### config.mk
export PLATFORM = sky130hd
export DESIGN_NAME = sgp_ports
export DESIGN_NICKNAME = d
export VERILOG_FILES = /design/src/design/sgp_pkg.sv /design/src/design/sgp_ports.sv
export SDC_FILE = /design/constraint.sdc
export NUM_CORES = 1
export LEC_CHECK = 0
export ABC_AREA = 1
export BUFFER_PORTS_ARGS = -buffer_cell sky130_fd_sc_hd__buf_2
export CAP_MARGIN = 20
export CORE_ASPECT_RATIO = 1.4
export CORE_MARGIN = 2
export CORE_UTILIZATION = 52
export DETAILED_ROUTE_END_ITERATION = 6
export PLACE_DENSITY = 0.79
export SYNTH_ARGS = -nofsm -noshare
export SYNTH_HDL_FRONTEND = slang
export SYNTH_SLANG_ARGS = --single-unit
### constraint.sdc
create_clock -name sys_clk_in -period 1.77 [get_ports sys_clk_in]
set_input_delay 0.354 -clock sys_clk_in [delete_from_list [all_inputs] [get_ports sys_clk_in]]
set_output_delay 0.354 -clock sys_clk_in [all_outputs]
set_load 0.03 [all_outputs]
### src/design/sgp_pkg.sv
////////////////////////////////////////////////////////////////////////////////
// Shared constants and carriers for the three small general-purpose ports.
////////////////////////////////////////////////////////////////////////////////
package sgp_pkg;

  // Width of the register address and of the register data.
  localparam int ADDR_W = 8;
  localparam int DATA_W = 8;

  // Number of pins on each port.
  localparam int PC_W = 5;
  localparam int PD_W = 2;
  localparam int PE_W = 2;

  // Byte offsets of the data registers.
  localparam logic [ADDR_W-1:0] OFS_PORT_C_PIN_DATA = 8'h02;
  localparam logic [ADDR_W-1:0] OFS_PORT_D_PIN_DATA = 8'h03;
  localparam logic [ADDR_W-1:0] OFS_PORT_E_PIN_DATA = 8'h08;

  // Byte offsets of the direction registers.
  localparam logic [ADDR_W-1:0] OFS_PORT_C_DIRECTION = 8'h06;
  localparam logic [ADDR_W-1:0] OFS_PORT_D_DIRECTION = 8'h07;
  localparam logic [ADDR_W-1:0] OFS_PORT_E_DIRECTION = 8'h0C;

  // Field positions.
  localparam int PC_CLK_BIT = 2;
  localparam int PC_CLKEN_BIT = 7;
  localparam int PE_RX_BIT = 1;
  localparam int PE_TX_BIT = 0;

  // Values after reset.
  localparam logic [PC_W-1:0] PC_DIR_RST = 5'h00;
  localparam logic PC_CLKEN_RST = 1'b0;
  localparam logic [PD_W-1:0] PD_DIR_RST = 2'h0;
  localparam logic [PE_W-1:0] PE_DIR_RST = 2'h0;
  localparam logic [DATA_W-1:0] RD_DATA_RST = 8'h00;
  localparam logic RXD_IDLE = 1'b1;

  // One register access from software.
  typedef struct packed {
    logic wr;
    logic rd;
    logic [ADDR_W-1:0] addr;
    logic [DATA_W-1:0] wdata;
  } sgp_bus_req_t;

  // Every flip-flop of the port block.
  typedef struct packed {
    logic [PC_W-1:0] port_c_latch;
    logic [PD_W-1:0] port_d_latch;
    logic [PE_W-1:0] port_e_latch;
    logic [PC_W-1:0] port_c_direction;
    logic clock_output_enable;
    logic [PD_W-1:0] port_d_direction;
    logic [PE_W-1:0] port_e_direction;
    logic [PC_W-1:0] pc_sync1;
    logic [PC_W-1:0] pc_sync2;
    logic [PD_W-1:0] pd_sync1;
    logic [PD_W-1:0] pd_sync2;
    logic [PE_W-1:0] pe_sync1;
    logic [PE_W-1:0] pe_sync2;
    logic [DATA_W-1:0] rd_data;
    logic [PC_W-1:0] pc_out;
    logic [PC_W-1:0] pc_oe;
    logic [PD_W-1:0] pd_out;
    logic [PD_W-1:0] pd_oe;
    logic [PE_W-1:0] pe_out;
    logic [PE_W-1:0] pe_oe;
    logic clk_toggle;
    logic [PD_W-1:0] timer_pin;
    logic rxd;
  } sgp_state_t;

endpackage

### src/design/sgp_ports.sv
`timescale 1ns/1ps
module sgp_ports
  import sgp_pkg::*;
(
  input wire logic sys_clk_in,
  input wire logic rst_in,
  input wire sgp_bus_req_t bus_req_in,
  output logic [DATA_W-1:0] rd_data_out,
  input wire logic [PC_W-1:0] pc_pin_in,
  output logic [PC_W-1:0] pc_pin_out,
  output logic [PC_W-1:0] pc_pin_oe_out,
  input wire logic [PD_W-1:0] pd_pin_in,
  output logic [PD_W-1:0] pd_pin_out,
  output logic [PD_W-1:0] pd_pin_oe_out,
  input wire logic [PE_W-1:0] pe_pin_in,
  output logic [PE_W-1:0] pe_pin_out,
  output logic [PE_W-1:0] pe_pin_oe_out,
  input wire logic [PD_W-1:0] edge_level_select_high_in,
  input wire logic [PD_W-1:0] edge_level_select_low_in,
  input wire logic [PD_W-1:0] timer_drive_in,
  input wire logic [PD_W-1:0] timer_drive_en_in,
  output logic [PD_W-1:0] timer_channel_pin_out,
  input wire logic serial_unit_enable_in,
  input wire logic serial_txd_in,
  output logic serial_rxd_out
);

  ////////////////////////////////////////////////////////////////////////////
  // State and the combinational helpers that read it.
  ////////////////////////////////////////////////////////////////////////////

  // Registered state and its next value.
  sgp_state_t st_ff;
  sgp_state_t nxt_st;

  // Read value of each data register before the bus mux.
  logic [PC_W-1:0] pc_rd_mix;
  logic [PD_W-1:0] pd_rd_mix;
  logic [PE_W-1:0] pe_rd_mix;

  // Pin drive value and enable of port C, built per bit below.
  logic [PC_W-1:0] pc_drv_val;
  logic [PC_W-1:0] pc_drv_en;

  // Timer ownership of each port D pin.
  logic [PD_W-1:0] pd_timer_owned;

  // Serial ownership of the port E pins, as a per-bit mask.
  logic [PE_W-1:0] pe_serial_owned;

  // Timer takes pin.
  // A channel owns its pin as soon as either select bit is set.
  assign pd_timer_owned = edge_level_select_high_in | edge_level_select_low_in;

  // Serial takes pins.
  // Both port E pins move to the serial unit together with its enable.
  assign pe_serial_owned = {PE_W{serial_unit_enable_in}};

  // Port C read source.
  // Direction one shows the latch, zero the synchronised pin.
  // Clock bit reads zero.
  // While the clock is on pin two its bit is forced low on reads.
  assign pc_rd_mix = ((st_ff.port_c_direction & st_ff.port_c_latch)
                     | (~st_ff.port_c_direction & st_ff.pc_sync2))
                     & ~({{(PC_W-1){1'b0}}, st_ff.clock_output_enable} << PC_CLK_BIT);

  // Direction picks source.
  // Ownership by the timer plays no part in the read path.
  assign pd_rd_mix = (st_ff.port_d_direction & st_ff.port_d_latch)
                     | (~st_ff.port_d_direction & st_ff.pd_sync2);

  assign pe_rd_mix = (st_ff.port_e_direction & st_ff.port_e_latch)
                     | (~st_ff.port_e_direction & st_ff.pe_sync2);

  // Per-bit drive of port C; pin two alone can carry the clock.
  genvar gi;
  generate
    for (gi = 0; gi < PC_W; gi++) begin : g_pc_drive
      if (gi == PC_CLK_BIT) begin : g_clk
        // Clock on pin.
        // The clock enable overrides both the direction and the latch.
        assign pc_drv_en[gi] = st_ff.clock_output_enable | st_ff.port_c_direction[gi];
        assign pc_drv_val[gi] = st_ff.clock_output_enable ? st_ff.clk_toggle
                                                          : st_ff.port_c_latch[gi];
      end else begin : g_gpio
        assign pc_drv_en[gi] = st_ff.port_c_direction[gi];
        assign pc_drv_val[gi] = st_ff.port_c_latch[gi];
      end
    end
  endgenerate

  ////////////////////////////////////////////////////////////////////////////
  // Next-state logic.
  ////////////////////////////////////////////////////////////////////////////

  // All next values are formed here; the clocked process only registers them.
  always_comb begin
    nxt_st = st_ff;
    // Two-stage pin synchronisers; only the second stage feeds logic.
    nxt_st.pc_sync1 = pc_pin_in;
    nxt_st.pc_sync2 = st_ff.pc_sync1;
    nxt_st.pd_sync1 = pd_pin_in;
    nxt_st.pd_sync2 = st_ff.pd_sync1;
    nxt_st.pe_sync1 = pe_pin_in;
    nxt_st.pe_sync2 = st_ff.pe_sync1;

    // Input write latch-only.
    // Writes land in the latch whatever the direction; the read path of an
    // input bit looks at the pin, so a write there never shows on a read.
    if (bus_req_in.wr) begin
      case (bus_req_in.addr)
        OFS_PORT_C_PIN_DATA: begin
          // The latch of pin two still stores while the clock is out, but
          // the drive mux ignores it until the clock is turned off.
          nxt_st.port_c_latch = bus_req_in.wdata[PC_W-1:0];
        end
        OFS_PORT_D_PIN_DATA: begin
          nxt_st.port_d_latch = bus_req_in.wdata[PD_W-1:0];
        end
        OFS_PORT_E_PIN_DATA: begin
          nxt_st.port_e_latch = bus_req_in.wdata[PE_W-1:0];
        end
        OFS_PORT_C_DIRECTION: begin
          nxt_st.port_c_direction = bus_req_in.wdata[PC_W-1:0];
          nxt_st.clock_output_enable = bus_req_in.wdata[PC_CLKEN_BIT];
        end
        OFS_PORT_D_DIRECTION: begin
          nxt_st.port_d_direction = bus_req_in.wdata[PD_W-1:0];
        end
        OFS_PORT_E_DIRECTION: begin
          nxt_st.port_e_direction = bus_req_in.wdata[PE_W-1:0];
        end
        default: begin
          // Writes to unmapped offsets are dropped.
        end
      endcase
    end

    // Read data stand only in the cycle after the strobe, else zero.
    nxt_st.rd_data = RD_DATA_RST;
    if (bus_req_in.rd) begin
      case (bus_req_in.addr)
        OFS_PORT_C_PIN_DATA: begin
          nxt_st.rd_data = {{(DATA_W-PC_W){1'b0}}, pc_rd_mix};
        end
        OFS_PORT_D_PIN_DATA: begin
          nxt_st.rd_data = {{(DATA_W-PD_W){1'b0}}, pd_rd_mix};
        end
        OFS_PORT_E_PIN_DATA: begin
          nxt_st.rd_data = {{(DATA_W-PE_W){1'b0}}, pe_rd_mix};
        end
        OFS_PORT_C_DIRECTION: begin
          // Bits six and five are unused and read as zero.
          nxt_st.rd_data = {st_ff.clock_output_enable, 2'h0, st_ff.port_c_direction};
        end
        OFS_PORT_D_DIRECTION: begin
          nxt_st.rd_data = {{(DATA_W-PD_W){1'b0}}, st_ff.port_d_direction};
        end
        OFS_PORT_E_DIRECTION: begin
          nxt_st.rd_data = {{(DATA_W-PE_W){1'b0}}, st_ff.port_e_direction};
        end
        default: begin
          // Unmapped offsets answer with zero.
          nxt_st.rd_data = RD_DATA_RST;
        end
      endcase
    end

    // The clock output is a half-rate square wave from a flop, because the
    // pin must come from a register and cannot carry the clock net itself.
    nxt_st.clk_toggle = st_ff.clock_output_enable ? ~st_ff.clk_toggle : 1'b0;

    // Latch drives pin.
    // The pin takes the latch on the edge after the direction turns to one, which
    // is why software is expected to load the latch first.
    nxt_st.pc_oe = pc_drv_en;
    nxt_st.pc_out = pc_drv_val & pc_drv_en;

    nxt_st.pd_oe = (pd_timer_owned & timer_drive_en_in)
                   | (~pd_timer_owned & st_ff.port_d_direction);
    nxt_st.pd_out = ((pd_timer_owned & timer_drive_in)
                    | (~pd_timer_owned & st_ff.port_d_latch)) & nxt_st.pd_oe;
    nxt_st.timer_pin = st_ff.pd_sync2;

    // Transmit on pin zero.
    // Owned receive pin floats, owned transmit pin always drives.
    nxt_st.pe_oe = (~pe_serial_owned & st_ff.port_e_direction)
                   | (pe_serial_owned & (PE_W'(1) << PE_TX_BIT));
    nxt_st.pe_out = ((~pe_serial_owned & st_ff.port_e_latch)
                    | (pe_serial_owned & ({PE_W{serial_txd_in}} & (PE_W'(1) << PE_TX_BIT))))
                    & nxt_st.pe_oe;
    // Receive from pin one.
    // A disabled serial unit sees an idle line.
    nxt_st.rxd = serial_unit_enable_in ? st_ff.pe_sync2[PE_RX_BIT] : RXD_IDLE;

    if (rst_in) begin
      nxt_st = '0;
      nxt_st.port_c_latch = st_ff.port_c_latch;
      nxt_st.port_d_latch = st_ff.port_d_latch;
      nxt_st.port_e_latch = st_ff.port_e_latch;
      nxt_st.port_c_direction = PC_DIR_RST;
      nxt_st.clock_output_enable = PC_CLKEN_RST;
      nxt_st.port_d_direction = PD_DIR_RST;
      nxt_st.port_e_direction = PE_DIR_RST;
      nxt_st.rd_data = RD_DATA_RST;
      nxt_st.rxd = RXD_IDLE;
    end
  end

  // Single register stage for the whole state; reset is folded in above.
  always_ff @(posedge sys_clk_in) begin
    st_ff <= nxt_st;
  end

  ////////////////////////////////////////////////////////////////////////////
  // Outputs, each straight from a flop.
  ////////////////////////////////////////////////////////////////////////////

  assign rd_data_out = st_ff.rd_data;
  assign pc_pin_out = st_ff.pc_out;
  assign pc_pin_oe_out = st_ff.pc_oe;
  assign pd_pin_out = st_ff.pd_out;
  assign pd_pin_oe_out = st_ff.pd_oe;
  assign pe_pin_out = st_ff.pe_out;
  assign pe_pin_oe_out = st_ff.pe_oe;
  assign timer_channel_pin_out = st_ff.timer_pin;
  assign serial_rxd_out = st_ff.rxd;

  ////////////////////////////////////////////////////////////////////////////
  // Assertions and covers.
  ////////////////////////////////////////////////////////////////////////////

  // An all-input port C read returns the pins as they were three edges back.
  // Reads just after reset are left out, since reset empties the synchronisers.
  property p_pc_read_pin;
    @(posedge sys_clk_in) disable iff (rst_in)
      (bus_req_in.rd && bus_req_in.addr == OFS_PORT_C_PIN_DATA
       && st_ff.port_c_direction == 5'h00 && !st_ff.clock_output_enable
       && !$past(rst_in) && !$past(rst_in, 2))
      |=> rd_data_out == {3'h0, $past(pc_pin_in, 3)};
  endproperty
  a_pc_read_pin: assert property (p_pc_read_pin)
    else $error("port C input read does not show the pins");

  // An all-output port D read returns the latch, owned or not.
  property p_pd_read_latch;
    @(posedge sys_clk_in) disable iff (rst_in)
      (bus_req_in.rd && bus_req_in.addr == OFS_PORT_D_PIN_DATA
       && st_ff.port_d_direction == 2'h3)
      |=> rd_data_out == {6'h00, $past(st_ff.port_d_latch)};
  endproperty
  a_pd_read_latch: assert property (p_pd_read_latch)
    else $error("port D output read does not show the latch");

  // An all-input port E read shows the pins, never a just-written latch.
  property p_pe_read_pin;
    @(posedge sys_clk_in) disable iff (rst_in)
      (bus_req_in.rd && bus_req_in.addr == OFS_PORT_E_PIN_DATA
       && st_ff.port_e_direction == 2'h0
       && !$past(rst_in) && !$past(rst_in, 2))
      |=> rd_data_out == {6'h00, $past(pe_pin_in, 3)};
  endproperty
  a_pe_read_pin: assert property (p_pe_read_pin)
    else $error("port E input read does not show the pins");

  // A data write reaches the latch even with the pins set as inputs.
  property p_pc_write_latch;
    @(posedge sys_clk_in) disable iff (rst_in)
      (bus_req_in.wr && bus_req_in.addr == OFS_PORT_C_PIN_DATA)
      |=> st_ff.port_c_latch == $past(bus_req_in.wdata[4:0]);
  endproperty
  a_pc_write_latch: assert property (p_pc_write_latch)
    else $error("port C latch missed a write");

  // Every timer-owned pin follows the timer enable, not the direction bit.
  property p_pd_timer_oe;
    @(posedge sys_clk_in) disable iff (rst_in)
      (|pd_timer_owned)
      |=> (pd_pin_oe_out & $past(pd_timer_owned))
          == ($past(timer_drive_en_in) & $past(pd_timer_owned));
  endproperty
  a_pd_timer_oe: assert property (p_pd_timer_oe)
    else $error("timer-owned port D pin ignores the timer enable");

  // Port D pin one, when free, drives exactly when its direction bit is one.
  property p_pd_dir_oe;
    @(posedge sys_clk_in) disable iff (rst_in)
      !pd_timer_owned[1] |=> pd_pin_oe_out[1] == $past(st_ff.port_d_direction[1]);
  endproperty
  a_pd_dir_oe: assert property (p_pd_dir_oe)
    else $error("free port D pin driver does not follow direction");

  // Reset clears all direction bits and the clock enable by the next edge.
  property p_reset_dirs;
    @(posedge sys_clk_in)
      rst_in |=> (st_ff.port_c_direction == 5'h00 && !st_ff.clock_output_enable
                  && st_ff.port_d_direction == 2'h0 && st_ff.port_e_direction == 2'h0);
  endproperty
  a_reset_dirs: assert property (p_reset_dirs)
    else $error("direction bits not cleared by reset");

  // Reset does not disturb the port E latch; the case compare lets a latch
  // that was never written stay equal to itself through power-up reset.
  property p_reset_keeps_pe;
    @(posedge sys_clk_in)
      rst_in |=> st_ff.port_e_latch === $past(st_ff.port_e_latch);
  endproperty
  a_reset_keeps_pe: assert property (p_reset_keeps_pe)
    else $error("reset changed the port E latch");

  // With the serial unit on, pin zero drives transmit and pin one floats.
  property p_serial_pins;
    @(posedge sys_clk_in) disable iff (rst_in)
      serial_unit_enable_in |=> (pe_pin_oe_out == 2'h1
                                 && pe_pin_out[0] == $past(serial_txd_in));
  endproperty
  a_serial_pins: assert property (p_serial_pins)
    else $error("serial unit pins not handed over");

  // Three cycles of clock enable give a driven, toggling pin two.
  property p_clock_out;
    @(posedge sys_clk_in) disable iff (rst_in)
      st_ff.clock_output_enable [*3]
      |-> (pc_pin_oe_out[2] && pc_pin_out[2] != $past(pc_pin_out[2]));
  endproperty
  a_clock_out: assert property (p_clock_out)
    else $error("clock output on pin two not toggling");

  // Pin two reads zero while it carries the clock.
  property p_clock_bit_reads_zero;
    @(posedge sys_clk_in) disable iff (rst_in)
      (bus_req_in.rd && bus_req_in.addr == OFS_PORT_C_PIN_DATA
       && st_ff.clock_output_enable) |=> !rd_data_out[2];
  endproperty
  a_clock_bit_reads_zero: assert property (p_clock_bit_reads_zero)
    else $error("clock pin bit did not read zero");

  // Main scenarios worth seeing at least once.
  c_timer_owned: cover property (@(posedge sys_clk_in) disable iff (rst_in)
    pd_timer_owned[1] ##1 pd_pin_oe_out[1]);
  c_serial_on: cover property (@(posedge sys_clk_in) disable iff (rst_in)
    serial_unit_enable_in ##1 pe_pin_oe_out[0]);
  c_clock_out: cover property (@(posedge sys_clk_in) disable iff (rst_in)
    st_ff.clock_output_enable [*3]);
  c_pc_output_read: cover property (@(posedge sys_clk_in) disable iff (rst_in)
    bus_req_in.rd && bus_req_in.addr == OFS_PORT_C_PIN_DATA
    && st_ff.port_c_direction == 5'h1F);

endmodule
; Yosys cells after proc, flatten, opt, wreduce, memory -nomap -nowiden
; Cells that the tools add are included.
[word_totals]
mem_bits_ro = 0
reg_bits = 67
latch_bits = 0
ram_bits = 0
out_inout_bits = 29
n_memories = 0
[op_classes]
n_addsub = 0
reduce_logical = 9
n_lt_le_gt_ge = 0
mul = 0
n_bitwise = 37
div_mod_pow = 0
shifts = 0
muxes = 2
eq_ne = 6
[op_table]
columns = op, count
row1 = one-hot mux 8 bit (6 select lines), 1
row2 = bitwise AND 2 bit, 12
row3 = bitwise AND 5 bit, 4
row4 = equality test 8 x 2 -> 1 bit (second input constant), 2
row5 = equality test 8 x 3 -> 1 bit (second input constant), 2
row6 = equality test 8 x 4 -> 1 bit (second input constant), 2
row7 = OR 2 bit, 6
row8 = AND reduction 3 bit, 3
row9 = inverter 2 bit, 4
row10 = AND reduction 2 bit, 3
row11 = OR reduction 2 bit, 3
row12 = inverter 1 bit, 5
row13 = inverter 3 -> 5 bit, 1
row14 = inverter 5 bit, 1
row15 = OR 5 bit, 1
row16 = bitwise AND 2 x 1 -> 2 bit, 1
row17 = OR 2 x 1 -> 2 bit, 1
row18 = two-way mux 1 bit, 1
row19 = OR 1 bit, 1

; Logic depth before layout (Yosys ltp)
; Gate-level depths: netlist (run 1).
[logic_depth]
word_depth = 5
mapped_depth = 8
depth_no_buf = 8

; Worst setup path after synthesis (run 1)
; OpenSTA, ideal clock, no wires.
[synth_timing]
path_type = input to register
from = input rst_in
to = register st_ff (netlist bit pc_drv_val[0]), enable pin
arrival_time_ns = 1.093
slack_ns = 0.304
path_stages = 4
setup_ns = 0.374
path_cell_list = inv_2 buf_2 nand2_1 nor3_1
[synth_between]
elab_chain_len = 2
[synth_lines]
columns = item, line_no
row1 = "start, declared", sgp_ports.sv:6  ; input wire logic rst_in,
row2 = inverter 1 bit (no line), --
row3 = AND reduction 3 bit (no line), --
row4 = "end signal, assigned", sgp_ports.sv:212  ; st_ff <= nxt_st;
row5 = "end, declared", sgp_ports.sv:33  ; sgp_state_t st_ff;
; Every way passes these cells.
; A chain may end at the register's enable or synchronous reset.

; Final worst setup path (run 1)
[layout_timing]
from = register st_ff (netlist bit pc_pin_oe_out[4])
to = output pc_pin_oe_out[4]
[layout_rtl]
columns = item, line_no
row1 = "end, declared", sgp_ports.sv:11  ; output logic [PC_W-1:0] pc_pin_oe_out,
; No word-level cell between the ends.

==> flow_summary.yaml, run 1 <==
placed_design:
  port_buffers: 63
  place_inst: 408
  hpwl_um: 3490
  post-place-ws_ns: 0.296
  gp_congestion: 0.843
clock_tree:
  clkTransAtPathRegs_ns: 0.07
  clock_path_buffers: 2
  htreeDepth: 3
  cts_buffers: 9
  tritoncts: "yes"
  post_cts_buffers: 0
  ctsHoldBuffers: 0
  insertion_delay_ns: 0.34
  root_buffer: "clkbuf_8"
  cts_num_sinks: 65
  cts.repair.resized: 0
pwr:
  pwr-share-clk_pct: 44.2
  pwr-share-seq_pct: 49.8
  pwr-share-comb_pct: 5.9
  power.density_nw_per_um2: 1030
  p_int_mw: 2.41
  swShare_pct: 21.6
  p_leak_nw: 1.42
  power.switching_mw: 0.664
  vdd_ir_drop_max_mv: 0.690
worst_setup_path:
  cp_num_buf_inv: 1
  crit_slowest_cell: "dfxtp_1"
  critPathKind: "flop to output pin"
  setup.worst_path.start: "pc_pin_oe_out[4]"
  slowest_delay_ns: 0.33
  required_ns: 1.42
  critPathLaunchType: "flop"
  worst-path-stages: 1
  r2r_cells: 5
  critPathMaxFanout: 1
  worstPathCellList: "buf_2"
  end_kind: "output pin"
  rr_startpoint: "st_ff[50]"
  worstPathArrival_ns: 0.86
  crit_family: "flip-flops"
yosys:
  yosysWarnings: 0
  yosysUniqueCellTypes: 23
  synthArstFlopShare_pct: 0
  yosysMostFrequentCell: "dfxtp_1"
  synth-main-ff-cell: "dfxtp_1"
  avgSynthCellArea_um2: 8.29
  netlist_top_cells_count: "dfxtp_1 (56), nor2_1 (55), nand2_1 (50)"
  synth_area_leaders: "dfxtp_1 (44%), edfxtp_1 (11%), buf_4 (8.2%), nor2_1 (8.1%), nand2_1 (7.3%)"
  ys_ff_latch: 65
  postSynthCellCount: 309
  synth_top_area_share_pct: 43.7
  seq_area_frac_synth_pct: 54.3
  synth_top_cell_by_area: "dfxtp_1"
  synth_edf_count: 9
  syn-cell-area_um2: 2560
drt:
  drt_pass1_iterations: 5
  drtIter0Drc: 42
  wirelength_um: 4770
  wl_per_cell_um: 11.2
  drc: 0
  vias_per_cell: 4.52
  drtAntennaViolNets: 0
  via_count: 1917
die:
  rows: 30
  ioPinCount: 68
  core-area_um2: 4800
  start_util_pct: 53.3
  die_w_um: 63.3
  die_area_um2: 5510
  die_h_um: 87.1
timing:
  hold_viol: 0
  clock.fmax_ghz: 0.826
  fin_tns_setup_ns: 0
  finalSetupViolCount: 0
  clock_skew_ns: 0.00637
  period_minus_slack_ns: 1.21
  fin_crit_sh_pct: 68.4
  grt_setup_unrepaired: "false"
  drv_slew: 0
  fin_ws_ns: 0.559
finish:
  syn2layout_area_growth_pct: 16.0
  drive_gt1_share_pct: 26.1
  seq_area_um2: 1390
  nets: 394
  fillers: 477
  multi_input_area_um2: 772
  diodes: 0
  stdcell_count: 424
hold_path:
  hold_class: "primary input to flop"
  min-delay-start: "bus_req_in[2]"
  min_path_cells: 1
global_route:
  grt_pass1_vias: 1826
  grt_pass1_wl_um: 7950
  grt_use_total_pct: 18.9
  grt_overflow: 0
  antenna_found_initial: 0
  grt_max_degree: 33
run_status:
  status: "completed"
run:
  drv_cap: 0
==> final timing paths <==
kind / endpoint / slack, ns
setup / recovery: pc_pin_oe_out[4] / 0.56
hold / removal: st_ff[64] / 0.21
setup reg to reg: rd_data_out[0] / 0.81
hold reg to reg: st_ff[42] / 0.40
==> worst reg2reg max path, stage by stage (launching register included) <==
cell,delay (ns)
dfxtp_1,0.41
o21ai_0,0.14
nand2_1,0.09
nand3_1,0.08
nor2_1,0.10
nor2_1,0.04
==> logic make-up (layout without fill, tap and decap cells) <==
logic type | after synthesis | after routing | synth area share [%]
AND/OR/NAND/NOR | 136 | 136 | 24.0
buffers and inverters | 78 | 128 | 15.7
flip-flops | 65 | 65 | 54.3
AO/OA/AOI/OAI | 29 | 29 | 5.86
other | 1 | 2 | 0.146
==> per-stage QoR <==
| step | cell area (um2) | hold WS [ns] | power [mW] | util, % |
|---|---|---|---|---|
| global route | 2970 | 0.199 | 3.18 | 61.9 |
| finish | 2970 | 0.211 | 3.07 | 61.9 |
| CTS | 2970 | 0.200 | 3.10 | 61.9 |
| detailed placement | 2750 | 0.395 | 1.75 | 57.3 |
| global placement | 2750 | 0.389 | 1.74 | 57.3 |
| floorplan | 2570 | 0.387 | 1.68 | - |
==> sequential cells by signal, summed over array words and instances, names as in the netlist, 4 cells and up <==
name	flops
st_ff	30
pc_pin_oe_out	5
rd_data_out	6
pc_pin_out	5
pc_drv_en	4
pc_drv_val	4
==> per-layer routing <==
metal	vias up	track usage, %	share of wire (%)
met3	10	5.30	5.4
met2	51	34.1	52
met1	841	19.6	40
met5	-	0	0
met4	0	10.9	2.3
li1	1015	-	-
==> placed cells by master (no fill, tap or decap), types with 3 or more instances in the layout <==
cell type  count
nand3_1       10
inv_1         44
nor2_1        55
nand2_1       50
o21ai_1        4
buf_2         63
dfxtp_1       56
nor3_1         8
buf_4          3
edfxtp_1       9
o21ai_0       10
nor2_2         4
clkbuf_8      10
a21oi_1       13
==> layout make-up <==
type | instances | area share (%)
Multi-Input combinational cell | 167 | 26.0
Timing Repair Buffer | 66 | 11.4
Inverter | 46 | 5.81
Sequential cell | 65 | 46.8
Clock buffer | 10 | 4.63
Tap cell | 64 | 2.69
Clock inverter | 6 | 2.74
==> power groups by stage <==
stage               logic, mW  registers [mW]  clock network (mW)
floorplan               0.116            1.57                   0
global placement        0.178            1.56                   0
detailed placement      0.183            1.56                   0
CTS                     0.184            1.53                1.38
global route            0.205            1.53                1.44
finish                  0.182            1.53                1.36
Power figures use the tool's default switching activity.
==> run 2, diff against run 1 <==
--- a/config.mk
+++ b/config.mk
@@ -5,14 +5,14 @@
 export SDC_FILE = /design/constraint.sdc
 export NUM_CORES = 1
 export LEC_CHECK = 0
-export ABC_AREA = 1
+export ABC_AREA = 0
 export BUFFER_PORTS_ARGS = -buffer_cell sky130_fd_sc_hd__buf_2
 export CAP_MARGIN = 20
 export CORE_ASPECT_RATIO = 1.4
 export CORE_MARGIN = 2
-export CORE_UTILIZATION = 52
+export CORE_UTILIZATION = 46
 export DETAILED_ROUTE_END_ITERATION = 6
-export PLACE_DENSITY = 0.79
+export PLACE_DENSITY = 0.75
 export SYNTH_ARGS = -nofsm -noshare
 export SYNTH_HDL_FRONTEND = slang
 export SYNTH_SLANG_ARGS = --single-unit
==> constraint.sdc (replaced) <==
create_clock -name sys_clk_in -period 0.95 [get_ports sys_clk_in]
set_input_delay 0.19 -clock sys_clk_in [delete_from_list [all_inputs] [get_ports sys_clk_in]]
set_output_delay 0.19 -clock sys_clk_in [all_outputs]
set_load 0.03 [all_outputs]
==> run 2 against run 1 <==
Compared with the run above: the run now ends with negative setup slack left; register-to-register slack worse by 1.0 ns; cell count down 13%; die area up 6.4%; worst setup slack worse by 1.1 ns; combinational power up 110%; highest routed layer unchanged.
==> flow_summary.yaml, run 2 <==
placed_design:
  port_buffers: 63
  placed_cell_area_um2: 2800
  gp_congestion: 0.805
  hpwl_um: 3180
  post-place-ws_ns: -0.793
  place_inst: 345
worst_setup_path:
  worstPathCellList: "buf_6, or4_4, nor2_4, nand3b_1, nor3_4"
  worst-path-stages: 5
  required_ns: 0.96
  r2r_cells: 4
  reg2reg_slack_ns: -0.20
  cp_num_buf_inv: 1
  end_kind: "flop"
  critPathKind: "primary input to flop"
  crit_slowest_cell: "or4_4"
  worstPathArrival_ns: 1.50
  rr_endpoint: "rd_data_out[0]"
  crit_family: "simple AND/OR/NAND/NOR gates"
  slowest_delay_ns: 0.57
  critPathMaxFanout: 5
  setup.worst_path.start: "bus_req_in[13]"
  rr_startpoint: "st_ff[58]"
  critPathLaunchType: "primary input"
  crit_end: "pc_drv_val[1]"
yosys:
  synth_area_leaders: "dfxtp_1 (46%), edfxtp_1 (11%), buf_4 (8.7%), nor2b_1 (6.7%), mux2i_1 (6.6%)"
  synth_top_cell_by_area: "dfxtp_1"
  netlist_top_cells_count: "dfxtp_1 (56), buf_4 (28), nor2_1 (28)"
  syn-cell-area_um2: 2420
  synthArstFlopShare_pct: 0
  yosysMostFrequentCell: "dfxtp_1"
  postSynthCellCount: 225
  synth_edf_count: 9
  yosysUniqueCellTypes: 24
  seq_area_frac_synth_pct: 57.5
  yosysWarnings: 0
  synth_top_area_share_pct: 46.3
  avgSynthCellArea_um2: 10.8
  synth-main-ff-cell: "dfxtp_1"
  ys_ff_latch: 65
finish:
  seq_area_um2: 1430
  final_cell_mix: "buf_2 (35), dfxtp_2 (33), buf_6 (31)"
  nets: 335
  diodes: 0
  drive_gt1_share_pct: 57.1
  syn2layout_area_growth_pct: 39.4
  largest_reg_flops: 30
  fillers: 401
  fin_area_um2: 3370
  final_common_cell: "buf_2"
  multi_input_area_um2: 905
  stdcell_count: 367
  regMostFlops: "st_ff"
hold_path:
  hold_class: "primary input to flop"
  min_path_cells: 1
global_route:
  grt_overflow: 0
  grt_max_degree: 19
  grt_pass1_vias: 1658
  grt_pass1_wl_um: 7420
  antenna_found_initial: 0
  grt_use_total_pct: 17.1
die:
  core-area_um2: 5120
  ioPinCount: 68
  die_w_um: 65.3
  die_area_um2: 5860
  start_util_pct: 47.3
  die_h_um: 89.8
  rows: 31
clock_tree:
  tritoncts: "yes"
  cts_buffers: 9
  clock_path_buffers: 2
  insertion_delay_ns: 0.33
  root_buffer: "clkbuf_8"
  ctsHoldBuffers: 0
  htreeDepth: 3
  cts_num_sinks: 65
  clkTransAtPathRegs_ns: 0.07
timing:
  clock_skew_ns: 0.00825
  grt_setup_unrepaired: "true"
  period_minus_slack_ns: 1.48
  finalSetupViolCount: 52
  fin_crit_sh_pct: 156
  fin_tns_setup_ns: -10.67
  fin_ws_ns: -0.535
  drv_slew: 0
  clock.fmax_ghz: 0.674
  hold_viol: 0
run_status:
  status: "finished with violations"
  violations: "negative setup slack"
run:
  drv_cap: 0
drt:
  wl_per_cell_um: 13.1
  vias_per_cell: 4.64
  drt_pass1_iterations: 4
  drtAntennaViolNets: 0
  drc: 0
  wirelength_um: 4810
  drtIter0Drc: 64
  via_count: 1703
pwr:
  vdd_ir_drop_max_mv: 1.17
  power.density_nw_per_um2: 1700
  p_leak_nw: 1.38
[run 2: cell types whose count changed in the layout (fill, tap and decap cells not counted), sizes merged, moves of 5 or more]
| cell | previous run | this run |
|---|---|---|
| and2 | 0 | 5 |
| nand3 | 11 | 1 |
| or3b | 0 | 6 |
| mux2i | 0 | 16 |
| nor2b | 0 | 26 |
| buf | 66 | 94 |
| o21ai | 14 | 5 |
| nand2 | 53 | 7 |
| inv | 46 | 0 |
| nor2 | 62 | 28 |
[run 2: logic make-up after synthesis]
family                 Yosys count  synth area share (%)
and+or+nand+nor                 86                  20.1
AOI/OAI and AO/OA               18                  4.03
DFF                             65                  57.5
buffers and inverters           35                  9.77
muxes                           20                  8.48
other                            1                 0.155
[run 2: per-layer routing]
metal	vias to the layer above	GRT usage (%)	share of wire (%)
met5	-	0	0
met4	0	10.9	1.7
met3	5	4.63	4.7
met2	51	28.5	53
met1	789	18.7	41
li1	858	-	-
[run 2: how the worst min path moves through the flow]
stage / start / to / slack, ns
2_1_floorplan: serial_unit_enable_in / pe_pin_oe_out[1] / 0.27
3_3_place_gp: bus_req_in[4] / pc_drv_val[4] / 0.39
3_5_place_dp: bus_req_in[4] / pc_drv_val[4] / 0.39
4_1_cts: bus_req_in[4] / pc_drv_val[4] / 0.03
5_1_grt: bus_req_in[3] / pc_drv_val[3] / 0.04
6_report: bus_req_in[3] / pc_drv_val[3] / 0.05
[run 2: cell type report]
class	count	share of cell area [%]
flip-flops and latches	65	42.5
multi-input cells	126	26.8
repair buffers	94	21.8
clock buffers	10	4.08
well taps	66	2.45
clock inverters	6	2.41
[run 2: power by group]
part	internal [mW]	switching, mW	total (mW)
Sequential	2.84	0.0174	2.86
Clock	1.53	0.976	2.51
Combinational	0.181	0.201	0.382
Total	4.55	1.19	5.75
[run 2: through the flow]
| step | utilization (%) | power [mW] | hold slack [ns] |
|---|---|---|---|
| 5_1_grt | 65.9 | 5.95 | 0.0357 |
| 6_report | 65.9 | 5.75 | 0.0541 |
| 3_3_place_gp | 54.6 | 3.24 | 0.395 |
| 2_1_floorplan | - | 3.11 | 0.274 |
| 4_1_cts | 64.8 | 5.78 | 0.0304 |
| 3_5_place_dp | 54.6 | 3.25 | 0.387 |
[run 2: what timing repair did]
action | in CTS | in global routing
endpoints found under the setup margin | 52 | 53
pin swaps | 10 | 5
buffers inserted | 4 | 3
gates resized for setup | 100 | 11
